<file path="src/rcsm_map.svh">
// Register offsets, field positions, reset values and timing counts of the regulator control block
`ifndef RCSM_MAP_SVH
`define RCSM_MAP_SVH
`define RCSM_I2C_ADDR_HI      4'h1
`define RCSM_OFS_VOUT_HI      8'h0a
`define RCSM_OFS_VOUT_LO      8'h0b
`define RCSM_OFS_ILIM         8'h0c
`define RCSM_OFS_MINI_CFG     8'h0f
`define RCSM_OFS_STATUS       8'h00
`define RCSM_MINI_CFG_RST     8'h9e
`define RCSM_VOUT_HI_RST      8'h00
`define RCSM_VOUT_LO_RST      8'h00
`define RCSM_ILIM_RST         8'hff
`define RCSM_BIT_FULL_DUTY    7
`define RCSM_BIT_SPREAD       6
`define RCSM_BIT_FCCM         5
`define RCSM_HSD_MSB          4
`define RCSM_HSD_LSB          3
`define RCSM_LSD_MSB          2
`define RCSM_LSD_LSB          1
`define RCSM_PTR_INC_BIT      4'h5
`define RCSM_BIAS_RESET_US    100
`define RCSM_CLK_MHZ          40
`define RCSM_BIAS_RESET_CYC   (`RCSM_BIAS_RESET_US * `RCSM_CLK_MHZ)
`endif

</file>
<file path="src/rcsm_pkg.sv">
// Types shared by the regulator control block
package rcsm_pkg;
  typedef enum logic [3:0] {
    ST_NO_POWER, ST_BIAS_RAMP, ST_FREQ_CHECK, ST_BIAS_READY, ST_MAIN_RAMP,
    ST_MAIN_ON, ST_SERVO, ST_BIAS_RESET, ST_MAIN_SHUTDOWN, ST_MAIN_ERROR
  } rcsm_state_e;
  typedef enum logic [2:0] {
    I2C_IDLE, I2C_ADDR, I2C_REGADDR, I2C_WDATA, I2C_RDATA, I2C_IGNORE
  } rcsm_i2c_e;
  // Raw condition flags from analog monitors
  typedef struct packed {
    logic power_ok;
    logic mini_up;
    logic freq_valid;
    logic bias_fault;
    logic output_good;
    logic servo_done;
    logic shutdown_fault;
    logic shutdown_done;
    logic hiccup_fault;
    logic hiccup_timeout;
  } rcsm_mon_s;
  // Mini-converter configuration outputs
  typedef struct packed {
    logic       full_duty;
    logic       spread;
    logic       fccm;
    logic [1:0] high_side_drive_strength;
    logic [1:0] low_side_drive_strength;
  } rcsm_mini_cfg_s;
  // Clock role picked by the address strap
  typedef struct packed {
    logic sync_enable;
    logic sync_is_output;
    logic sync_falling;
  } rcsm_clk_role_s;
endpackage

</file>
<file path="src/rcsm_control.sv">
// Regulator control state machine with I2C target and mini-converter configuration
//
// Contract
// - Power loss or UV/OV forces unpowered state
// - Bias ramp, frequency check, then bias ready
// - Bias ready holds bias_good; enable rise ramps
// - Ramp keeps bias_good; output_good rise turns on
// - On drives both goods; target writes enter servo
// - Servo drops output_good; completion returns to on
// - Bias faults enter bias reset, delay returns
// - Enable high faults enter shutdown, then ready
// - Hiccup faults enter error; timeout or disable exits
// - I2C target answers only with bias_good high
// - Host reads status, writes and reads settings
// - Strap picks one of six I2C addresses
// - Strap also picks clock role
// - Config bit 7 full duty, reset one
// - Config bit 6 spread spectrum, reset zero
// - Config bit 5 forced continuous conduction
// - High-side drive field bits 4:3, reset 11
// - Low-side drive field bits 2:1, reset 11
// - Pointer loads at register address ack, increments per write
// - Read increments pointer at fifth clock
`timescale 1ns/1ps
`include "rcsm_map.svh"
module rcsm_control #(
  parameter int unsigned BIAS_RESET_CYC = `RCSM_BIAS_RESET_CYC
) (
  input  wire logic                    i_core_clk,
  input  wire logic                    i_rst_n,
  input  wire rcsm_pkg::rcsm_mon_s     i_mon,
  input  wire logic                    i_enable,
  input  wire logic                    i_internal_enable_gated,
  input  wire logic [2:0]              i_address_strap_resistor,
  input  wire logic                    i_scl,
  input  wire logic                    i_sda,
  output logic                         o_sda_oe_n,
  output logic                         o_bias_good,
  output logic                         o_output_good,
  output logic                         o_main_enable,
  output rcsm_pkg::rcsm_state_e        o_state,
  output rcsm_pkg::rcsm_mini_cfg_s     o_mini_cfg,
  output rcsm_pkg::rcsm_clk_role_s     o_clk_role
);
  import rcsm_pkg::*;

  // Two-stage synchronisers for the monitors, enables and strap; the bus lines get three stages below
  rcsm_mon_s  mon_s1_reg, mon_reg;
  logic [1:0] en_s1_reg, en_reg;
  logic [2:0] scl_s1_reg, sda_s1_reg;
  logic [1:0] scl_hist_reg, sda_hist_reg;
  logic [2:0] strap_s1_reg, strap_reg;
  always_ff @(posedge i_core_clk or negedge i_rst_n) begin
    if (!i_rst_n) begin
      mon_s1_reg   <= '0;
      mon_reg      <= '0;
      en_s1_reg    <= 2'h0;
      en_reg       <= 2'h0;
      strap_s1_reg <= 3'h0;
      strap_reg    <= 3'h0;
    end else begin
      mon_s1_reg   <= i_mon;
      mon_reg      <= mon_s1_reg;
      en_s1_reg    <= {i_internal_enable_gated, i_enable};
      en_reg       <= en_s1_reg;
      strap_s1_reg <= i_address_strap_resistor;
      strap_reg    <= strap_s1_reg;
    end
  end

  // Bus lines: three-stage synchroniser plus one history stage for edge detection
  always_ff @(posedge i_core_clk or negedge i_rst_n) begin
    if (!i_rst_n) begin
      scl_s1_reg   <= 3'h7;
      sda_s1_reg   <= 3'h7;
      scl_hist_reg <= 2'h3;
      sda_hist_reg <= 2'h3;
    end else begin
      scl_s1_reg   <= {scl_s1_reg[1:0], i_scl};
      sda_s1_reg   <= {sda_s1_reg[1:0], i_sda};
      scl_hist_reg <= scl_s1_reg[2:1];
      sda_hist_reg <= sda_s1_reg[2:1];
    end
  end

  logic enable_now, enable_prev, ien_now, ien_prev;
  assign enable_now  = en_reg[0];
  assign ien_now     = en_reg[1];
  logic enable_d_reg, ien_d_reg;
  always_ff @(posedge i_core_clk or negedge i_rst_n) begin
    if (!i_rst_n) begin
      enable_d_reg <= 1'b0;
      ien_d_reg    <= 1'b0;
    end else begin
      enable_d_reg <= enable_now;
      ien_d_reg    <= ien_now;
    end
  end
  assign enable_prev = enable_d_reg;
  assign ien_prev    = ien_d_reg;

  logic scl_now, sda_now, scl_rise, scl_fall, start_seen, stop_seen;
  assign scl_now    = scl_hist_reg[0];
  assign sda_now    = sda_hist_reg[0];
  assign scl_rise   = scl_hist_reg[0] && !scl_hist_reg[1];
  assign scl_fall   = !scl_hist_reg[0] && scl_hist_reg[1];
  assign start_seen = scl_now && scl_hist_reg[1] && !sda_hist_reg[0] && sda_hist_reg[1];
  assign stop_seen  = scl_now && scl_hist_reg[1] && sda_hist_reg[0] && !sda_hist_reg[1];

  // Register file
  logic [7:0] vout_hi_reg, vout_lo_reg, ilim_reg, mini_cfg_reg;
  logic       target_change;
  rcsm_state_e state_reg, state_next;

  function automatic logic [7:0] read_mux(input logic [7:0] ofs, input logic [7:0] st);
    unique case (ofs)
      `RCSM_OFS_STATUS:   read_mux = st;
      `RCSM_OFS_VOUT_HI:  read_mux = vout_hi_reg;
      `RCSM_OFS_VOUT_LO:  read_mux = vout_lo_reg;
      `RCSM_OFS_ILIM:     read_mux = ilim_reg;
      `RCSM_OFS_MINI_CFG: read_mux = {mini_cfg_reg[7:1], 1'b0};
      default:            read_mux = 8'h00;
    endcase
  endfunction

  // Bias reset delay counter
  logic [$clog2(BIAS_RESET_CYC+1)-1:0] delay_cnt_reg;
  logic delay_done;
  assign delay_done = (delay_cnt_reg == '0);
  always_ff @(posedge i_core_clk or negedge i_rst_n) begin
    if (!i_rst_n) begin
      delay_cnt_reg <= '0;
    end else if (state_reg != ST_BIAS_RESET) begin
      delay_cnt_reg <= ($clog2(BIAS_RESET_CYC+1))'(BIAS_RESET_CYC - 1);
    end else if (!delay_done) begin
      delay_cnt_reg <= delay_cnt_reg - 1'b1;
    end
  end

  // Control state machine; power events win over all, then bias, then main faults
  logic output_good_prev_reg;
  always_ff @(posedge i_core_clk or negedge i_rst_n) begin
    if (!i_rst_n) begin
      output_good_prev_reg <= 1'b0;
    end else begin
      output_good_prev_reg <= mon_reg.output_good;
    end
  end

  always_comb begin
    logic normal;
    normal     = (state_reg inside {ST_BIAS_RAMP, ST_BIAS_READY, ST_MAIN_RAMP, ST_MAIN_ON, ST_SERVO});
    state_next = state_reg;
    if (!mon_reg.power_ok) begin
      state_next = ST_NO_POWER;
    end else if (normal && mon_reg.bias_fault) begin
      state_next = ST_BIAS_RESET;
    end else if (enable_now && (state_reg inside {ST_MAIN_RAMP, ST_MAIN_ON, ST_SERVO, ST_MAIN_ERROR})
                 && ((ien_prev && !ien_now) || mon_reg.shutdown_fault) && state_reg != ST_MAIN_ERROR) begin
      state_next = ST_MAIN_SHUTDOWN;
    end else if (enable_now && (state_reg inside {ST_MAIN_RAMP, ST_MAIN_ON, ST_SERVO}) && mon_reg.hiccup_fault) begin
      state_next = ST_MAIN_ERROR;
    end else begin
      unique case (state_reg)
        ST_NO_POWER:      state_next = ST_BIAS_RAMP;
        ST_BIAS_RAMP:     if (mon_reg.mini_up) state_next = ST_FREQ_CHECK;
        ST_FREQ_CHECK:    if (mon_reg.freq_valid) state_next = ST_BIAS_READY;
        ST_BIAS_READY:    if (enable_now && !enable_prev) state_next = ST_MAIN_RAMP;
        ST_MAIN_RAMP:     if (mon_reg.output_good && !output_good_prev_reg) state_next = ST_MAIN_ON;
        ST_MAIN_ON:       if (target_change) state_next = ST_SERVO;
        ST_SERVO:         if (mon_reg.servo_done) state_next = ST_MAIN_ON;
        ST_BIAS_RESET:    if (delay_done) state_next = ST_BIAS_RAMP;
        ST_MAIN_SHUTDOWN: if (mon_reg.shutdown_done) state_next = ST_BIAS_READY;
        ST_MAIN_ERROR: begin
          if (ien_prev && !ien_now) state_next = ST_BIAS_READY;
          else if (mon_reg.hiccup_timeout) state_next = ST_MAIN_RAMP;
        end
      endcase
    end
  end

  always_ff @(posedge i_core_clk or negedge i_rst_n) begin
    if (!i_rst_n) begin
      state_reg <= ST_NO_POWER;
    end else begin
      state_reg <= state_next;
    end
  end

  // Indicator outputs, registered from the next state so they track the state exactly
  always_ff @(posedge i_core_clk or negedge i_rst_n) begin
    if (!i_rst_n) begin
      o_bias_good   <= 1'b0;
      o_output_good <= 1'b0;
      o_main_enable <= 1'b0;
      o_state       <= ST_NO_POWER;
    end else begin
      o_bias_good   <= state_next inside {ST_BIAS_READY, ST_MAIN_RAMP, ST_MAIN_ON, ST_SERVO};
      o_output_good <= (state_next == ST_MAIN_ON);
      o_main_enable <= state_next inside {ST_MAIN_RAMP, ST_MAIN_ON, ST_SERVO};
      o_state       <= state_next;
    end
  end

  // Strap is caught at the end of bias ramp, once the pin has settled
  always_ff @(posedge i_core_clk or negedge i_rst_n) begin
    if (!i_rst_n) begin
      o_clk_role <= '0;
    end else if (state_reg == ST_BIAS_RAMP) begin
      o_clk_role.sync_enable    <= (strap_reg != 3'h0);
      o_clk_role.sync_is_output <= (strap_reg >= 3'h5);
      o_clk_role.sync_falling   <= (strap_reg inside {3'h2, 3'h4});
    end
  end
  logic [2:0] addr_lo_reg;
  always_ff @(posedge i_core_clk or negedge i_rst_n) begin
    if (!i_rst_n) begin
      addr_lo_reg <= 3'h0;
    end else if (state_reg == ST_BIAS_RAMP) begin
      addr_lo_reg <= (strap_reg > 3'h5) ? 3'h5 : strap_reg;
    end
  end

  // I2C target
  rcsm_i2c_e  i2c_reg;
  logic [3:0] bit_cnt_reg;
  logic [7:0] shift_reg, ptr_reg, tx_reg;
  logic       ack_phase_reg, is_read_reg, host_nack_reg;
  logic       wr_strobe;
  logic [7:0] wr_ofs;
  logic [7:0] status_byte;
  assign status_byte = {o_state, 1'b0, o_main_enable, o_output_good, o_bias_good};
  // Byte at the current pointer, shared by both read load points
  logic [7:0] rd_byte;
  assign rd_byte = read_mux(ptr_reg, status_byte);

  always_ff @(posedge i_core_clk or negedge i_rst_n) begin
    if (!i_rst_n) begin
      i2c_reg       <= I2C_IDLE;
      bit_cnt_reg   <= 4'h0;
      shift_reg     <= 8'h00;
      ptr_reg       <= 8'h00;
      tx_reg        <= 8'h00;
      ack_phase_reg <= 1'b0;
      is_read_reg   <= 1'b0;
      host_nack_reg <= 1'b0;
      o_sda_oe_n    <= 1'b1;
    end else if (!o_bias_good) begin
      i2c_reg    <= I2C_IDLE;
      o_sda_oe_n <= 1'b1;
    end else if (stop_seen) begin
      i2c_reg    <= I2C_IDLE;
      o_sda_oe_n <= 1'b1;
    end else if (start_seen) begin
      i2c_reg       <= I2C_ADDR;
      bit_cnt_reg   <= 4'h0;
      ack_phase_reg <= 1'b0;
      o_sda_oe_n    <= 1'b1;
    end else if (scl_rise && i2c_reg != I2C_IDLE && i2c_reg != I2C_IGNORE) begin
      if (ack_phase_reg) begin
        host_nack_reg <= sda_now;
      end else begin
        shift_reg   <= {shift_reg[6:0], sda_now};
        bit_cnt_reg <= bit_cnt_reg + 4'h1;
        if (i2c_reg == I2C_RDATA && bit_cnt_reg == (`RCSM_PTR_INC_BIT - 4'h1)) begin
          ptr_reg <= ptr_reg + 8'h01;
        end
      end
    end else if (scl_fall && i2c_reg != I2C_IDLE && i2c_reg != I2C_IGNORE) begin
      if (ack_phase_reg) begin
        // End of acknowledge slot
        ack_phase_reg <= 1'b0;
        bit_cnt_reg   <= 4'h0;
        o_sda_oe_n    <= 1'b1;
        if (i2c_reg == I2C_ADDR) begin
          i2c_reg <= is_read_reg ? I2C_RDATA : I2C_REGADDR;
          if (is_read_reg) begin
            tx_reg     <= rd_byte;
            o_sda_oe_n <= rd_byte[7];
          end
        end else if (i2c_reg == I2C_REGADDR) begin
          i2c_reg <= I2C_WDATA;
        end else if (i2c_reg == I2C_RDATA) begin
          if (host_nack_reg) begin
            i2c_reg <= I2C_IGNORE;
          end else begin
            tx_reg     <= rd_byte;
            o_sda_oe_n <= rd_byte[7];
          end
        end
      end else if (bit_cnt_reg == 4'h8) begin
        // Eighth bit done: decide on acknowledge
        if (i2c_reg == I2C_ADDR) begin
          if (shift_reg[7:1] == {`RCSM_I2C_ADDR_HI, addr_lo_reg}) begin
            ack_phase_reg <= 1'b1;
            is_read_reg   <= shift_reg[0];
            o_sda_oe_n    <= 1'b0;
          end else begin
            i2c_reg <= I2C_IGNORE;
          end
        end else if (i2c_reg == I2C_RDATA) begin
          ack_phase_reg <= 1'b1;
          o_sda_oe_n    <= 1'b1;
        end else begin
          ack_phase_reg <= 1'b1;
          o_sda_oe_n    <= 1'b0;
          if (i2c_reg == I2C_REGADDR) begin
            ptr_reg <= shift_reg;
          end else begin
            ptr_reg <= ptr_reg + 8'h01;
          end
        end
      end else if (i2c_reg == I2C_RDATA) begin
        tx_reg     <= {tx_reg[6:0], 1'b0};
        o_sda_oe_n <= tx_reg[6];
      end
    end
  end

  // Write strobe fires as the data byte is acknowledged, using the pointer before its increment
  assign wr_strobe = scl_fall && !ack_phase_reg && bit_cnt_reg == 4'h8 && i2c_reg == I2C_WDATA
                     && o_bias_good && !stop_seen && !start_seen;
  assign wr_ofs    = ptr_reg;
  assign target_change = wr_strobe && (wr_ofs inside {`RCSM_OFS_VOUT_HI, `RCSM_OFS_VOUT_LO, `RCSM_OFS_ILIM});

  // Setting registers; the drive fields store what the host writes, never 01/10 by contract
  always_ff @(posedge i_core_clk or negedge i_rst_n) begin
    if (!i_rst_n) begin
      vout_hi_reg  <= `RCSM_VOUT_HI_RST;
      vout_lo_reg  <= `RCSM_VOUT_LO_RST;
      ilim_reg     <= `RCSM_ILIM_RST;
      mini_cfg_reg <= `RCSM_MINI_CFG_RST;
    end else if (wr_strobe) begin
      unique case (wr_ofs)
        `RCSM_OFS_VOUT_HI:  vout_hi_reg  <= shift_reg;
        `RCSM_OFS_VOUT_LO:  vout_lo_reg  <= shift_reg;
        `RCSM_OFS_ILIM:     ilim_reg     <= shift_reg;
        `RCSM_OFS_MINI_CFG: mini_cfg_reg <= {shift_reg[7:1], 1'b0};
        default:            ;
      endcase
    end
  end

  // Configuration fields to the mini converter
  always_ff @(posedge i_core_clk or negedge i_rst_n) begin
    if (!i_rst_n) begin
      o_mini_cfg <= 7'(`RCSM_MINI_CFG_RST >> 1); // Bit 0 is unused, so it is dropped
    end else begin
      o_mini_cfg.full_duty                <= mini_cfg_reg[`RCSM_BIT_FULL_DUTY];
      o_mini_cfg.spread                   <= mini_cfg_reg[`RCSM_BIT_SPREAD];
      o_mini_cfg.fccm                     <= mini_cfg_reg[`RCSM_BIT_FCCM];
      o_mini_cfg.high_side_drive_strength <= mini_cfg_reg[`RCSM_HSD_MSB:`RCSM_HSD_LSB];
      o_mini_cfg.low_side_drive_strength  <= mini_cfg_reg[`RCSM_LSD_MSB:`RCSM_LSD_LSB];
    end
  end
endmodule

</file>
<file path="config.mk">
export PLATFORM = sky130hd
export DESIGN_NAME = rcsm_control
export DESIGN_NICKNAME = d
export VERILOG_FILES = /design/src/rcsm_pkg.sv /design/src/rcsm_control.sv
export VERILOG_INCLUDE_DIRS = /design/src
export SDC_FILE = /design/constraint.sdc
export NUM_CORES = 1
export LEC_CHECK = 0
export BUFFER_PORTS_ARGS = -buffer_cell sky130_fd_sc_hd__buf_2
export CAP_MARGIN = 10
export CORE_UTILIZATION = 62
export DETAILED_ROUTE_END_ITERATION = 8
export MAX_ROUTING_LAYER = met4
export PLACE_DENSITY_LB_ADDON = 0.12
export SLEW_MARGIN = 20
export SYNTH_ARGS = -nofsm -noshare
export SYNTH_HDL_FRONTEND = slang
export SYNTH_SLANG_ARGS = --single-unit
</file>
<file path="constraint.sdc">
create_clock -name i_core_clk -period 3.3 [get_ports i_core_clk]
set_clock_uncertainty 0.1 [all_clocks]
set_input_delay 0.66 -clock i_core_clk [delete_from_list [all_inputs] [get_ports i_core_clk]]
set_output_delay 0.66 -clock i_core_clk [all_outputs]
set_load 0.01 [all_outputs]
</file>
Word level (Yosys, flattened, before mapping)
Index checks and enable logic that the tools add are counted.

storage, ports and cells
  register bits after elaboration = 140
  input bits = 19
  output and inout bits = 18

cells by class
  $add $sub $neg = 3
  $lt $le $gt $ge = 2
  equality and inequality tests = 50
  multiplexer cells = 78
  bitwise gates (word level) = 4
  reduce and logical (&&, ||, !) cells = 71

operator list
  operator               count
  $mux 4                 19
  $mux 8                 9
  $mux 7                 8
  $mux 3                 15
  $pmux 4 s10            1
  $pmux 8 s5             1
  $eq 4x3->1 const B     8
  $eq 8x4->1 const B     4
  $logic_and 1x1->1      28
  $mux 12                2
  $mux 1                 23
  $reduce_bool 3->1      7
  $ne 6x1->1 const B     3
  $reduce_and 5->1       3
  $eq 4x2->1 const B     3
  $eq 4x4->1 const B     3
  $logic_not 12->1       1
  $ne 2x2->1 const B     6
  $ne 3x3->1 const B     4
  $reduce_bool 2->1      6
  $sub 12x1->12 const B  1
  $reduce_and 11->1      1
  $logic_not 1->1        10
  $ne 5x1->1 const B     2
  27 further kinds       40

Depth between registers and ports, before layout
Gate-level depths: netlist (run 1).

  word-level depth = 17
  depth in mapped cells = 10

Least setup slack after synthesis (run 1)
Ideal clock, no wire load.

  path type = flip-flop to flip-flop
  from = reg bit_cnt_reg[0]
  to = reg tx_reg[3]
  arrival = 2.028 ns
  slack = 1.044 ns
  stages on the path, launching flop included = 10
  cells stage by stage = dfrtp_1 inv_1 ha_1 and3b_1 clkbuf_1 o21ai_0 o31ai_1 or4_4 buf_6 mux2_1

between the ends
  cells in the longest elaborated chain, start to end = 3

ends and longest elaborated chain
  what                                RTL line             text
  start, declared                     rcsm_control.sv:226  logic [3:0] bit_cnt_reg;
  start signal, assigned              rcsm_control.sv:264  bit_cnt_reg <= bit_cnt_reg + 4'h1;
  $eq 4x4->1                          rcsm_control.sv:291  end else if (bit_cnt_reg == 4'h8) begin
  $ne 2x2->1 (no source line)         n/a
  $reduce_and 11->1 (no source line)  n/a
  end signal, assigned                rcsm_control.sv:278  tx_reg <= rd_byte;
  end signal, assigned                rcsm_control.sv:287  tx_reg <= rd_byte;
  end signal, assigned                rcsm_control.sv:314  tx_reg <= {tx_reg[6:0], 1'b0};
  end, declared                       rcsm_control.sv:227  logic [7:0] shift_reg, ptr_reg, tx_reg;

No other way between the ends.
A chain may end at the register's enable or synchronous reset.

Worst setup path in the final report (run 1)
  from = reg delay_cnt_reg[0]
  to = reg o_state[1]

between the ends
  cells in the longest elaborated chain, start to end = 7

ends and longest elaborated chain
  what                     RTL line             text
  start, declared          rcsm_control.sv:127  logic [$clog2(BIAS_RESET_CYC+1)-1:0] delay_cnt_reg;
  start signal, assigned   rcsm_control.sv:134  delay_cnt_reg <= ($clog2(BIAS_RESET_CYC+1))'(BIAS_RESET_CYC - 1);
  start signal, assigned   rcsm_control.sv:136  delay_cnt_reg <= delay_cnt_reg - 1'b1;
  $logic_not 12->1         rcsm_control.sv:129  assign delay_done = (delay_cnt_reg == '0);
  $mux 4                   rcsm_control.sv:172  ST_BIAS_RESET: if (delay_done) state_next = ST_BIAS_RAMP;
  $pmux 4 s10              rcsm_control.sv:164  unique case (state_reg)
  $mux 4                   rcsm_control.sv:161  end else if (enable_now && (state_reg inside {ST_MAIN_RAMP, ST_MAIN_ON, ST_SERVO}) && mon_reg.hiccup_fault) be ...
  $mux 4                   rcsm_control.sv:158  end else if (enable_now && (state_reg inside {ST_MAIN_RAMP, ST_MAIN_ON, ST_SERVO, ST_MAIN_ERROR})
  $mux 4                   rcsm_control.sv:156  end else if (normal && mon_reg.bias_fault) begin
  $mux 4                   rcsm_control.sv:154  if (!mon_reg.power_ok) begin
  named net state_next[1]  rcsm_control.sv:113  rcsm_state_e state_reg, state_next;
  end signal, assigned     rcsm_control.sv:201  o_state <= state_next;
  end, declared            rcsm_control.sv:41   output rcsm_pkg::rcsm_state_e o_state,

The timed path passes the listed nets, and every way through them passes these cells.

==> results of run 1 <==
-- worst min-delay path by stage --
stage                                    startpoint                         end  slack, ns  depth (start not counted)
after floorplan              en_s1_reg[0]$_DFF_PN0_         en_reg[0]$_DFF_PN0_       0.23                          0
after global placement    strap_s1_reg[2]$_DFF_PN0_      strap_reg[2]$_DFF_PN0_       0.23                          0
after detailed placement    mon_s1_reg[9]$_DFF_PN0_        mon_reg[9]$_DFF_PN0_       0.24                          0
after CTS                                   i_rst_n  bit_cnt_reg[3]$_DFFE_PN0P_       0.10                          1
after global routing                          i_scl     scl_s1_reg[0]$_DFF_PN1_       0.11                          1
final                                       i_rst_n  bit_cnt_reg[0]$_DFFE_PN0P_       0.09                          1
-- synthesized netlist by cell type (3+ instances only) --
cell type,number,area [um2]
sky130_fd_sc_hd__a21o_1,6,45.0
sky130_fd_sc_hd__a21oi_1,21,105
sky130_fd_sc_hd__a221oi_1,7,61.3
sky130_fd_sc_hd__a22o_1,4,35.0
sky130_fd_sc_hd__a311oi_1,5,43.8
sky130_fd_sc_hd__a31o_2,3,26.3
sky130_fd_sc_hd__a31oi_1,3,18.8
sky130_fd_sc_hd__a32oi_1,8,70.1
sky130_fd_sc_hd__and2_1,5,31.3
sky130_fd_sc_hd__and3_1,5,31.3
sky130_fd_sc_hd__buf_2,3,15.0
sky130_fd_sc_hd__clkbuf_1,22,82.6
sky130_fd_sc_hd__dfrtp_1,111,2780
sky130_fd_sc_hd__dfstp_2,27,709
sky130_fd_sc_hd__ha_1,6,75.1
sky130_fd_sc_hd__inv_1,17,63.8
sky130_fd_sc_hd__mux2_2,43,484
sky130_fd_sc_hd__mux2i_1,3,30.0
sky130_fd_sc_hd__nand2_1,51,191
sky130_fd_sc_hd__nand2b_1,10,62.6
sky130_fd_sc_hd__nand3_1,12,60.1
sky130_fd_sc_hd__nand3b_1,3,22.5
sky130_fd_sc_hd__nand4_1,3,18.8
sky130_fd_sc_hd__nor2_1,35,131
sky130_fd_sc_hd__nor2b_1,15,93.8
sky130_fd_sc_hd__nor3_1,9,45.0
sky130_fd_sc_hd__nor3b_1,5,37.5
sky130_fd_sc_hd__nor4_1,9,56.3
sky130_fd_sc_hd__o2111ai_1,3,26.3
sky130_fd_sc_hd__o21ai_0,41,205
sky130_fd_sc_hd__o31a_1,3,26.3
sky130_fd_sc_hd__o31ai_1,6,45.0
sky130_fd_sc_hd__or3_1,4,25.0
sky130_fd_sc_hd__xnor2_1,9,78.8
-- layer usage --
layer / vias to the layer above / global-route usage [%]
met2: 148 / 48.1
met4: 0 / 13.7
met3: 36 / 7.25
met5: - / -
met1: 2257 / 35.6
li1: 2125 / -
-- final cells by class --
type	instances	area share, %
sequential	138	49.0
multi-input combinational	384	36.6
clock buffer	19	5.92
timing repair buffer	40	3.22
tap	133	2.34
clock inverter	13	2.02
inverter	17	0.896
-- metrics by stage --
stage / setup WS, ns / cell area, um2 / instances / total power, uW
floorplan: 1.04 / 6290 / 568 / 2320
global placement: 0.862 / 6560 / 712 / 2500
detailed placement: 0.670 / 6560 / 712 / 2520
CTS: 0.662 / 7120 / 744 / 4330
global route: 0.427 / 7120 / 744 / 4500
finish: 0.624 / 7120 / 744 / 4300
-- kinds of logic after synthesis --
logic type      Yosys count
compound gates          137
simple gates            183
fa+ha+maj                 6
xor+xnor                 10
buf+inv                  46
mux                      48
flops                   138
-- critical path: stages (launching register included) --
cell                      delay (ns)
sky130_fd_sc_hd__dfrtp_1        0.41
sky130_fd_sc_hd__inv_1          0.08
sky130_fd_sc_hd__ha_1           0.18
sky130_fd_sc_hd__nor3b_1        0.44
sky130_fd_sc_hd__nand3_1        0.33
sky130_fd_sc_hd__and2_1         0.29
sky130_fd_sc_hd__nor4_1         0.42
sky130_fd_sc_hd__o21ai_0        0.14
sky130_fd_sc_hd__and2_1         0.18
-- where the power goes --
group          total [uW]  internal, uW  switching [uW]
sequential           1930          1790             137
clock                1800          1080             722
combinational         570           234             336
==> impl_metrics.prom, run 1 <==
# TYPE chip_impl_metric gauge
chip_impl_info{name="status",value="finished clean"} 1
chip_impl_metric{name="worst_hold_slack",unit="ns"} 0.0885
chip_impl_info{name="synth_flop_cell",value="sky130_fd_sc_hd__dfrtp_1"} 1
chip_impl_info{name="critical_path.endpoint_type",value="flip-flop"} 1
chip_impl_metric{name="drt_first_pass_iters",unit=""} 7
chip_impl_metric{name="ratio_of_cells_with_drive_above_1_in_the_final_layout",unit="%"} 25.0
chip_impl_metric{name="largest_reg_flops",unit=""} 12
chip_impl_metric{name="synthXorXnorAreaFrac",unit="%"} 1.39
chip_impl_info{name="critical_path_class",value="reg2reg"} 1
chip_impl_metric{name="period_utilization_post_route",unit="%"} 81.1
chip_impl_metric{name="row_count",unit=""} 36
chip_impl_metric{name="timing.max_slew.rel_slack",unit="%"} 40.3
chip_impl_metric{name="seq_area",unit="um2"} 3490
chip_impl_metric{name="netlist_instances",unit=""} 568
chip_impl_info{name="worst_reg2reg_endpoint",value="o_state[1]$_DFF_PN0_"} 1
chip_impl_metric{name="syn_area",unit="um2"} 6290
chip_impl_metric{name="die_x",unit="um"} 103
chip_impl_metric{name="synth_compound_area_share",unit="%"} 14.8
chip_impl_metric{name="ant_nets",unit=""} 0
chip_impl_metric{name="area.growth.synth_to_final",unit="%"} 13.2
chip_impl_info{name="timing.hold.worst.class",value="in2async"} 1
chip_impl_metric{name="synth_cell_type_count",unit=""} 74
chip_impl_metric{name="drt_wl_total",unit="mm"} 13.7
chip_impl_metric{name="cts_hold_repair.buffers",unit=""} 0
chip_impl_info{name="worstSetupStartpointType",value="flip-flop"} 1
chip_impl_metric{name="die_y",unit="um"} 103
chip_impl_metric{name="synth_nets",unit=""} 593
chip_impl_metric{name="nFillCells",unit=""} 708
chip_impl_metric{name="wl_met2",unit="mm"} 6.78
chip_impl_metric{name="critical_path_required",unit="ns"} 3.62
chip_impl_metric{name="grt.overflow.total",unit=""} 0
chip_impl_metric{name="arrival",unit="ns"} 2.99
chip_impl_metric{name="tritoncts.num_buffers",unit=""} 17
chip_impl_info{name="top_layer_used",value="met4"} 1
chip_impl_metric{name="dr_vias_cell",unit=""} 6.14
chip_impl_metric{name="antenna-diode-count",unit=""} 0
chip_impl_metric{name="met3_length",unit="um"} 678
chip_impl_metric{name="cts_max_level",unit=""} 4
chip_impl_info{name="layout.cells.most_common",value="sky130_fd_sc_hd__dfrtp_1"} 1
chip_impl_metric{name="synth.area.mux_share",unit="%"} 8.59
chip_impl_metric{name="hold_viol",unit=""} 0
chip_impl_metric{name="detailroute.via_count",unit=""} 4566
chip_impl_metric{name="finalMaxSlewViolations",unit=""} 0
chip_impl_metric{name="ys_ff_latch",unit=""} 138
chip_impl_metric{name="wl_per_cell",unit="um"} 18.4
chip_impl_metric{name="drv.max_cap_violation_count",unit=""} 0
chip_impl_metric{name="dp_hpwl",unit="mm"} 9.33
chip_impl_metric{name="place.gp.congestion",unit=""} 0.929
chip_impl_info{name="cp-startpoint",value="delay_cnt_reg[0]$_DFFE_PN0P_"} 1
chip_impl_metric{name="portion_of_the_post_synthesis_area_used_by_sequential_elements",unit="%"} 55.4
chip_impl_metric{name="fp.dieArea",unit="um2"} 10600
chip_impl_metric{name="multiInputGateArea",unit="um2"} 2610
chip_impl_metric{name="clk_transition_reported_paths",unit="ns"} 0.06
chip_impl_metric{name="clk_path_buf_depth",unit=""} 2
chip_impl_metric{name="detail_route.drc_violations",unit=""} 0
chip_impl_metric{name="clkSinkCount",unit=""} 138
chip_impl_metric{name="finalNetCount",unit=""} 623
chip_impl_metric{name="fin_crit",unit="ns"} 2.68
chip_impl_info{name="cts_tree",value="yes"} 1
chip_impl_metric{name="synth_area_per_cell",unit="um2"} 11.1
chip_impl_info{name="critPathCapture",value="o_state[1]$_DFF_PN0_"} 1
chip_impl_metric{name="wire_length_of_the_first_global_routing_pass",unit="mm"} 22.5
chip_impl_metric{name="design.core.area",unit="um2"} 9820
chip_impl_metric{name="initial_utilization",unit="%"} 64.1
chip_impl_metric{name="io_buffers",unit=""} 36
chip_impl_info{name="rsz0062_at_grt",value="no"} 1
chip_impl_metric{name="synth_simple_gate_area_share",unit="%"} 15.5
chip_impl_metric{name="worst_slew_pin_slew",unit="ns"} 0.889
chip_impl_metric{name="post_cts_resized",unit=""} 0
chip_impl_metric{name="worst_skew_pair.late_latency",unit="ns"} 0.53
chip_impl_metric{name="powerDensity",unit="nW/um2"} 604
chip_impl_metric{name="pin_count_of_the_biggest_net_entering_global_routing",unit=""} 86
chip_impl_metric{name="vdd_drop_max",unit="V"} 0.000490
chip_impl_metric{name="total_leakage_power",unit="uW"} 0.00309
chip_impl_info{name="worst_r2r_startpoint",value="delay_cnt_reg[0]$_DFFE_PN0P_"} 1
chip_impl_metric{name="detail_route.wirelength.met1",unit="mm"} 5.81
chip_impl_info{name="highest_count_cells_in_the_layout_ignoring_fill_and_taps",value="111 x sky130_fd_sc_hd__dfrtp_1, 51 x sky130_fd_sc_hd__nand2_1, 43 x sky130_fd_sc_hd__mux2_2, 41 x sky130_fd_sc_hd__o21ai_0"} 1
chip_impl_metric{name="rr_worst_depth",unit=""} 8
chip_impl_metric{name="finalSetupTns",unit="ns"} 0
chip_impl_metric{name="final_core_util",unit="%"} 72.5
chip_impl_metric{name="synth-async-reset-ratio",unit="%"} 100
chip_impl_metric{name="fmaxAchievable",unit="MHz"} 374
chip_impl_metric{name="boundaryPins",unit=""} 37
chip_impl_metric{name="post_cts_setup_buffer_count",unit=""} 0
chip_impl_metric{name="flop_to_flop_setup_slack",unit="ns"} 0.62
chip_impl_metric{name="initialDrtViolationCount",unit=""} 259
chip_impl_metric{name="yosys.area_share.adder",unit="%"} 1.19
chip_impl_metric{name="globalRouteTotalUtil",unit="%"} 29.8
chip_impl_metric{name="yosysWarningCount",unit=""} 0
chip_impl_metric{name="synth_edf_count",unit=""} 0
chip_impl_metric{name="via_count_of_the_first_global_routing_pass",unit=""} 4590
chip_impl_info{name="cts-root-buf",value="sky130_fd_sc_hd__clkbuf_8"} 1
chip_impl_metric{name="setup_viol_count_final",unit=""} 0
chip_impl_info{name="dominant_combinational_cell_family_by_area_after_synthesis",value="simple AND/OR/NAND/NOR gates"} 1
chip_impl_metric{name="crit_fanout",unit=""} 7
chip_impl_metric{name="initial_antenna_violation_count",unit=""} 0
Power figures use the tool's default switching activity.
==> run 2, diff against run 1 <==
--- a/config.mk
+++ b/config.mk
@@ -8,7 +8,7 @@
 export LEC_CHECK = 0
 export BUFFER_PORTS_ARGS = -buffer_cell sky130_fd_sc_hd__buf_2
 export CAP_MARGIN = 10
-export CORE_UTILIZATION = 62
+export CORE_UTILIZATION = 55
 export DETAILED_ROUTE_END_ITERATION = 8
 export MAX_ROUTING_LAYER = met4
 export PLACE_DENSITY_LB_ADDON = 0.12
==> constraint.sdc (replaced) <==
create_clock -name i_core_clk -period 2.2 [get_ports i_core_clk]
set_clock_uncertainty 0.1 [all_clocks]
set_input_delay 0.44 -clock i_core_clk [delete_from_list [all_inputs] [get_ports i_core_clk]]
set_output_delay 0.44 -clock i_core_clk [all_outputs]
set_load 0.01 [all_outputs]
==> run 2 against run 1 <==
Effect of this change:
- the flow now finishes with violations (setup timing)
- register-to-register slack worse by 0.66 ns
- global-route usage fell by 2.9 points
- combinational power grew 120%
- via count is 5.3% higher
- critical path depth up 1
- core utilization grew 0.61 points
- fmax up 20%
- worst hold slack lost 0.067 ns
- wire length up 6.9%
- clock-buffer cell count rose by 1
- critical path type unchanged
==> impl_metrics.prom, run 2 (synthesis gave the netlist of run 1 again) <==
# TYPE chip_impl_metric gauge
chip_impl_info{name="status",value="complete, but fails checks"} 1
chip_impl_info{name="violations",value="setup timing"} 1
chip_impl_info{name="cts-root-buf",value="sky130_fd_sc_hd__clkbuf_16"} 1
chip_impl_info{name="top_usage_layer",value="met2"} 1
chip_impl_metric{name="globalRouteTotalUtil",unit="%"} 26.9
chip_impl_metric{name="initialDrtViolationCount",unit=""} 366
chip_impl_metric{name="wire_length_of_the_first_global_routing_pass",unit="mm"} 22.8
chip_impl_info{name="layout.cells.most_common",value="sky130_fd_sc_hd__dfrtp_1"} 1
chip_impl_info{name="cts_tree",value="yes"} 1
chip_impl_metric{name="design.core.area",unit="um2"} 11000
chip_impl_metric{name="arrival",unit="ns"} 2.45
chip_impl_metric{name="fin_crit",unit="ns"} 2.24
chip_impl_metric{name="largest_reg_flops",unit=""} 12
chip_impl_metric{name="die_x",unit="um"} 109
chip_impl_metric{name="period_utilization_post_route",unit="%"} 102
chip_impl_metric{name="routing_usage_on_met2",unit="%"} 41.8
chip_impl_metric{name="ant_nets",unit=""} 0
chip_impl_metric{name="initial_antenna_violation_count",unit=""} 0
chip_impl_metric{name="wl_per_cell",unit="um"} 17.5
chip_impl_metric{name="clk_transition_reported_paths",unit="ns"} 0.06
chip_impl_metric{name="die_y",unit="um"} 109
chip_impl_metric{name="dpl_worst_slack",unit="ns"} -0.116
chip_impl_metric{name="worst_slew_pin_slew",unit="ns"} 0.548
chip_impl_metric{name="pin_count_of_the_biggest_net_entering_global_routing",unit=""} 48
chip_impl_metric{name="via_count_of_the_first_global_routing_pass",unit=""} 4643
chip_impl_info{name="critical_path.endpoint_type",value="flip-flop"} 1
chip_impl_info{name="timing.hold.worst_endpoint",value="mon_s1_reg[7]$_DFF_PN0_"} 1
chip_impl_metric{name="worst_hold_slack",unit="ns"} 0.0212
chip_impl_metric{name="crit_fanout",unit=""} 6
chip_impl_info{name="timing.hold.worst.class",value="in2reg"} 1
chip_impl_metric{name="met1_usage",unit="%"} 33.4
chip_impl_info{name="critical_path_class",value="reg2reg"} 1
chip_impl_metric{name="place.gp.congestion",unit=""} 0.898
chip_impl_metric{name="ratio_of_cells_with_drive_above_1_in_the_final_layout",unit="%"} 36.9
chip_impl_metric{name="drv.max_cap_violation_count",unit=""} 0
chip_impl_metric{name="io_buffers",unit=""} 36
chip_impl_metric{name="hold_viol",unit=""} 0
chip_impl_metric{name="drt_wl_total",unit="mm"} 14.6
chip_impl_metric{name="detailroute.via_count",unit=""} 4806
chip_impl_metric{name="dp_hpwl",unit="mm"} 10.1
chip_impl_metric{name="critical_path_required",unit="ns"} 2.41
chip_impl_metric{name="worst_skew_pair.late_latency",unit="ns"} 0.42
chip_impl_metric{name="clkSinkCount",unit=""} 138
chip_impl_metric{name="tritoncts.num_buffers",unit=""} 17
chip_impl_metric{name="setup_viol_count_final",unit=""} 3
chip_impl_metric{name="met3_usage",unit="%"} 7.83
chip_impl_metric{name="area.growth.synth_to_final",unit="%"} 27.7
chip_impl_metric{name="drt_first_pass_iters",unit=""} 5
chip_impl_info{name="worstSetupStartpointType",value="flip-flop"} 1
chip_impl_metric{name="powerDensity",unit="nW/um2"} 884
chip_impl_metric{name="finalMaxSlewViolations",unit=""} 0
chip_impl_metric{name="setup_slack",unit="ns"} -0.0360
chip_impl_metric{name="timing.max_slew.rel_slack",unit="%"} 63.1
chip_impl_info{name="worst_reg2reg_endpoint",value="tx_reg[1]$_DFFE_PN0P_"} 1
chip_impl_metric{name="grt.overflow.total",unit=""} 0
chip_impl_metric{name="cts_max_level",unit=""} 4
chip_impl_metric{name="worstHoldPathCells",unit=""} 1
chip_impl_metric{name="fmaxAchievable",unit="MHz"} 447
chip_impl_metric{name="rr_worst_depth",unit=""} 9
chip_impl_metric{name="detail_route.drc_violations",unit=""} 0
chip_impl_metric{name="dr_vias_cell",unit=""} 5.76
chip_impl_metric{name="total_leakage_power",unit="uW"} 0.00357
chip_impl_metric{name="vdd_drop_max",unit="V"} 0.000979
chip_impl_metric{name="finalNetCount",unit=""} 706
chip_impl_metric{name="antenna-diode-count",unit=""} 0
chip_impl_metric{name="clk_path_buf_depth",unit=""} 2
chip_impl_info{name="rsz0062_at_grt",value="yes"} 1
chip_impl_info{name="worst_hold_startpoint",value="i_mon[7]"} 1
chip_impl_metric{name="boundaryPins",unit=""} 37
chip_impl_metric{name="fp.dieArea",unit="um2"} 11900
chip_impl_info{name="worst_r2r_startpoint",value="ptr_reg[0]$_DFFE_PN0P_"} 1
chip_impl_metric{name="flop_to_flop_setup_slack",unit="ns"} -0.04
chip_impl_metric{name="initial_utilization",unit="%"} 57.3
chip_impl_info{name="highest_count_cells_in_the_layout_ignoring_fill_and_taps",value="108 x sky130_fd_sc_hd__dfrtp_1, 68 x sky130_fd_sc_hd__buf_4, 48 x sky130_fd_sc_hd__nand2_1, 43 x sky130_fd_sc_hd__mux2_2, 36 x sky130_fd_sc_hd__buf_2"} 1
chip_impl_metric{name="row_count",unit=""} 38
## run 2: cell types whose count changed in the layout (fill, tap and decap cells not counted), moves of 4 or more
| cell | before | now |
|---|---|---|
| sky130_fd_sc_hd__o21ai_0 | 41 | 35 |
| sky130_fd_sc_hd__a311oi_2 | 0 | 4 |
| sky130_fd_sc_hd__a311oi_1 | 5 | 1 |
| sky130_fd_sc_hd__dlygate4sd3_1 | 0 | 13 |
| sky130_fd_sc_hd__o21ai_1 | 2 | 6 |
| sky130_fd_sc_hd__buf_4 | 3 | 68 |
| sky130_fd_sc_hd__nor4_1 | 9 | 5 |
## run 2: critical path: stages, from the launching register on
cell and delay [ns]:
sky130_fd_sc_hd__dfrtp_1 0.36, sky130_fd_sc_hd__inv_1 0.09, sky130_fd_sc_hd__ha_1 0.24, sky130_fd_sc_hd__nor2b_1 0.15, sky130_fd_sc_hd__buf_4 0.18, sky130_fd_sc_hd__a32oi_1 0.17
sky130_fd_sc_hd__nor2_1 0.10, sky130_fd_sc_hd__a221oi_1 0.41, sky130_fd_sc_hd__a311oi_2 0.16, sky130_fd_sc_hd__a21o_1 0.17
## run 2: how the worst max path moves through the flow
stage / start / end / slack, ns
CTS: delay_cnt_reg[0]$_DFFE_PN0P_ / o_state[1]$_DFF_PN0_ / 0.005
finish: ptr_reg[0]$_DFFE_PN0P_ / tx_reg[1]$_DFFE_PN0P_ / -0.04
global route: bit_cnt_reg[0]$_DFFE_PN0P_ / tx_reg[6]$_DFFE_PN0P_ / -0.10
global placement: ptr_reg[0]$_DFFE_PN0P_ / o_state[1]$_DFF_PN0_ / 0.001
floorplan: bit_cnt_reg[0]$_DFFE_PN0P_ / tx_reg[3]$_DFFE_PN0P_ / -0.02
detailed placement: ptr_reg[0]$_DFFE_PN0P_ / o_state[1]$_DFF_PN0_ / -0.12
## run 2: layout make-up
type | instances | area [um2]
tap | 140 | 175
multi-input combinational | 385 | 2780
sequential | 138 | 3490
inverter | 17 | 63.8
timing repair buffer | 122 | 888
clock buffer | 20 | 447
fill | 743 | 2950
clock inverter | 12 | 185
## run 2: per-layer routing
layer / wire length, um / share of wire, %
met4: 231 / 1.6
met2: 7230 / 49
met3: 680 / 4.6
met5: 0 / 0
met1: 6490 / 44
## run 2: per-stage QoR
stage,utilization (%),cells,TNS (ns),power [uW],area (um2)
after floorplan,-,568,-0.0233,3470,6300
after global placement,64.1,780,0,3920,7040
after detailed placement,64.1,780,-0.246,3940,7040
after CTS,70.3,815,0,7010,7720
after global routing,73.1,834,-1.08,7420,8030
final,73.1,834,-0.0909,7100,8030
## run 2: power by group
part	total, uW	switching [uW]	internal, uW	leakage (uW)
Clock	3040	1090	1940	0.000306
Combinational	1260	685	571	0.00158
Sequential	2810	120	2690	0.00168
## run 2: timing repair
item,4_1_cts,5_1_grt
endpoints found under the hold margin,47,10
buffers inserted,0,7
hold buffers,3,10
gates resized for setup,4,39
endpoints found under the setup margin,12,59
cloned,0,2
pin swaps,1,10
==> run 3, diff against run 2 <==
--- a/config.mk
+++ b/config.mk
@@ -8,8 +8,10 @@
 export LEC_CHECK = 0
 export BUFFER_PORTS_ARGS = -buffer_cell sky130_fd_sc_hd__buf_2
 export CAP_MARGIN = 10
-export CORE_UTILIZATION = 55
+export CORE_UTILIZATION = 57
+export CTS_BUF_LIST = sky130_fd_sc_hd__clkbuf_4
 export DETAILED_ROUTE_END_ITERATION = 8
+export GPL_TIMING_DRIVEN = 0
 export MAX_ROUTING_LAYER = met4
 export PLACE_DENSITY_LB_ADDON = 0.12
 export SLEW_MARGIN = 20
==> run 3 against run 2 <==
Effect of this change:
- clock power down 49%
- largest power group is now registers
- total power down 21%
- die area down 3.4%
- combinational power about the same
- critical path depth down 3
- sequential cell count unchanged
- clock-buffer cell count down 3
- first-iteration DRC count down 22%
- wire length up 0.27%
- sequential power about the same
- fmax down 0.19%
- final area down 4.5%
- the flow still finishes with violations (setup timing)
==> impl_metrics.prom, run 3 (synthesis gave the netlist of run 1 again) <==
# TYPE chip_impl_metric gauge
chip_impl_metric{name="internal-power",unit="uW"} 3720
chip_impl_info{name="timing.hold.worst.class",value="reg2reg"} 1
chip_impl_metric{name="arrival",unit="ns"} 2.59
chip_impl_metric{name="globalRouteTotalUtil",unit="%"} 28.9
chip_impl_metric{name="timing.max_slew.rel_slack",unit="%"} 60.4
chip_impl_metric{name="grt.overflow.total",unit=""} 0
chip_impl_metric{name="design.core.area",unit="um2"} 10500
chip_impl_info{name="status",value="complete, but fails checks"} 1
chip_impl_metric{name="critical-path-max-stage-delay",unit="ns"} 0.53
chip_impl_metric{name="switchingPower",unit="uW"} 1880
chip_impl_metric{name="pin_count_of_the_biggest_net_entering_global_routing",unit=""} 76
chip_impl_metric{name="row_count",unit=""} 37
chip_impl_info{name="critical_path_class",value="reg2reg"} 1
chip_impl_metric{name="die_x",unit="um"} 107
chip_impl_info{name="layout.cells.most_common",value="sky130_fd_sc_hd__dfrtp_1"} 1
chip_impl_metric{name="finalNetCount",unit=""} 687
chip_impl_metric{name="initialDrtViolationCount",unit=""} 287
chip_impl_metric{name="drv.max_cap_violation_count",unit=""} 0
chip_impl_metric{name="boundaryPins",unit=""} 37
chip_impl_info{name="rsz0062_at_grt",value="yes"} 1
chip_impl_metric{name="clockPowerShare",unit="%"} 27.5
chip_impl_metric{name="clkSinkCount",unit=""} 138
chip_impl_metric{name="finalSetupTns",unit="ns"} -0.125
chip_impl_metric{name="die_y",unit="um"} 107
chip_impl_metric{name="clk_path_buf_depth",unit=""} 2
chip_impl_metric{name="switching_share",unit="%"} 33.6
chip_impl_metric{name="wl_per_cell",unit="um"} 18.1
chip_impl_metric{name="final_core_util",unit="%"} 73.0
chip_impl_metric{name="worst_skew_pair.late_latency",unit="ns"} 0.56
chip_impl_metric{name="setup_slack",unit="ns"} -0.0403
chip_impl_metric{name="powerDensity",unit="nW/um2"} 729
chip_impl_metric{name="place.gp.congestion",unit=""} 0.896
chip_impl_info{name="violations",value="setup timing"} 1
chip_impl_metric{name="tritoncts.num_buffers",unit=""} 17
chip_impl_info{name="worstSetupStartpointType",value="flip-flop"} 1
chip_impl_metric{name="detail_route.drc_violations",unit=""} 0
chip_impl_info{name="crit_path_top_delay_cell",value="sky130_fd_sc_hd__or4_4"} 1
chip_impl_metric{name="seqPwrFrac",unit="%"} 50.3
chip_impl_info{name="cp_cell_sequence",value="buf_6 -> mux2_4 -> a31o_1 -> or4_4 -> buf_6 -> mux2_4"} 1
chip_impl_metric{name="hold_viol",unit=""} 0
chip_impl_info{name="cts_tree",value="yes"} 1
chip_impl_metric{name="io_buffers",unit=""} 36
chip_impl_metric{name="dr_vias_cell",unit=""} 5.94
chip_impl_metric{name="fin_crit",unit="ns"} 2.24
chip_impl_metric{name="clk_transition_reported_paths",unit="ns"} 0.14
chip_impl_metric{name="total_leakage_power",unit="uW"} 0.00331
chip_impl_metric{name="critical_path_required",unit="ns"} 2.55
chip_impl_metric{name="largest_reg_flops",unit=""} 12
chip_impl_metric{name="ant_nets",unit=""} 0
chip_impl_metric{name="vdd_drop_max",unit="V"} 0.000633
chip_impl_metric{name="area.growth.synth_to_final",unit="%"} 22.0
chip_impl_metric{name="wire_length_of_the_first_global_routing_pass",unit="mm"} 24.2
chip_impl_metric{name="drt_first_pass_iters",unit=""} 5
chip_impl_info{name="highest_count_cells_in_the_layout_ignoring_fill_and_taps",value="108 x sky130_fd_sc_hd__dfrtp_1, 48 x sky130_fd_sc_hd__nand2_1, 43 x sky130_fd_sc_hd__mux2_2, 36 x sky130_fd_sc_hd__o21ai_0, 35 x sky130_fd_sc_hd__buf_2"} 1
chip_impl_metric{name="worst_slew_pin_slew",unit="ns"} 0.594
chip_impl_metric{name="ratio_of_cells_with_drive_above_1_in_the_final_layout",unit="%"} 36.6
chip_impl_metric{name="initial_utilization",unit="%"} 59.9
chip_impl_metric{name="initial_antenna_violation_count",unit=""} 0
chip_impl_metric{name="setup_viol_count_final",unit=""} 6
chip_impl_metric{name="antenna-diode-count",unit=""} 0
chip_impl_info{name="critical_path.endpoint_type",value="flip-flop"} 1
chip_impl_metric{name="detailroute.via_count",unit=""} 4819
chip_impl_metric{name="via_count_of_the_first_global_routing_pass",unit=""} 4876
chip_impl_metric{name="drt_wl_total",unit="mm"} 14.7
chip_impl_metric{name="fp.dieArea",unit="um2"} 11500
chip_impl_metric{name="period_utilization_post_route",unit="%"} 102
chip_impl_metric{name="fmaxAchievable",unit="MHz"} 446
chip_impl_metric{name="finalMaxSlewViolations",unit=""} 0
chip_impl_metric{name="cts_max_level",unit=""} 4
chip_impl_info{name="cts-root-buf",value="sky130_fd_sc_hd__clkbuf_4"} 1
chip_impl_metric{name="dp_hpwl",unit="mm"} 9.78
chip_impl_metric{name="combinationalPowerShare",unit="%"} 22.2
chip_impl_metric{name="crit_fanout",unit=""} 10
-- run 3: cell count changes in the layout (fill, tap and decap cells not counted), moves of 5 or more --
cell and change:
sky130_fd_sc_hd__clkbuf_2 +11, sky130_fd_sc_hd__clkbuf_16 -17, sky130_fd_sc_hd__buf_4 -47, sky130_fd_sc_hd__dlygate4sd3_1 +5, sky130_fd_sc_hd__buf_6 +5, sky130_fd_sc_hd__clkbuf_4 +17
-- run 3: path summary, 6_finish.rpt --
check,start,endpoint,slack (ns),depth (start not counted)
setup / recovery,i2c_reg[0]$_DFFE_PN0P_,tx_reg[3]$_DFFE_PN0P_,-0.04,6
hold / removal,strap_s1_reg[0]$_DFF_PN0_,strap_reg[0]$_DFF_PN0_,0.26,0
setup reg to reg,i2c_reg[0]$_DFFE_PN0P_,tx_reg[3]$_DFFE_PN0P_,-0.04,6
hold reg to reg,strap_s1_reg[0]$_DFF_PN0_,strap_reg[0]$_DFF_PN0_,0.26,0
max in group asynchronous,i_rst_n,scl_s1_reg[0]$_DFF_PN1_,0.98,3
min in group asynchronous,i_rst_n,host_nack_reg$_DFFE_PN0P_,0.29,2
-- run 3: area by class of cell --
class | count | area (um2)
sequential | 138 | 3490
multi-input combinational | 384 | 2930
fill | 727 | 2830
timing repair buffer | 78 | 607
tap | 136 | 170
buffer | 26 | 154
clock inverter | 15 | 134
clock buffer | 17 | 128
inverter | 17 | 63.8
-- run 3: power by group through the flow --
stage | combinational (uW) | clock, uW | sequential, uW
floorplan | 632 | 0 | 2840
global placement | 936 | 0 | 2850
detailed placement | 968 | 0 | 2860
CTS | 1130 | 1570 | 2810
global route | 1370 | 1700 | 2830
finish | 1240 | 1540 | 2810
-- run 3: routing by layer --
metal,track usage (%),vias up,share of wire [%]
met2,46.8,152,51
met4,12.8,0,2.3
li1,-,2254,-
met5,-,-,0
met3,6.87,29,4.7
met1,34.4,2384,42
-- run 3: repair_timing --
item | CTS | global route
hold endpoints to repair | 62 | 0
hold buffers | 18 | 0
pin swaps | 13 | 12
resized for setup | 48 | 59
setup endpoints to repair | 62 | 61
setup buffers | 15 | 8
-- run 3: metrics by stage --
stage | cell area (um2) | total power, uW | hold slack (ns) | instances | setup WS [ns]
after CTS | 7440 | 5510 | 0.264 | 804 | -0.0478
after global routing | 7670 | 5900 | 0.268 | 811 | -0.0798
after floorplan | 6300 | 3470 | 0.0444 | 568 | -0.0233
final | 7670 | 5600 | 0.263 | 811 | -0.0403
after global placement | 6650 | 3790 | 0.234 | 740 | -1.14
after detailed placement | 6690 | 3820 | 0.235 | 741 | -0.326
-- run 3: critical path, delay by kind of cell, from the launching register on --
| kind | cells | cell delay [ns] |
|---|---|---|
| mux | 2 | 0.58 |
| buf+inv | 2 | 0.30 |
| simple gates | 1 | 0.53 |
| flops | 1 | 0.40 |
| compound gates | 1 | 0.23 |
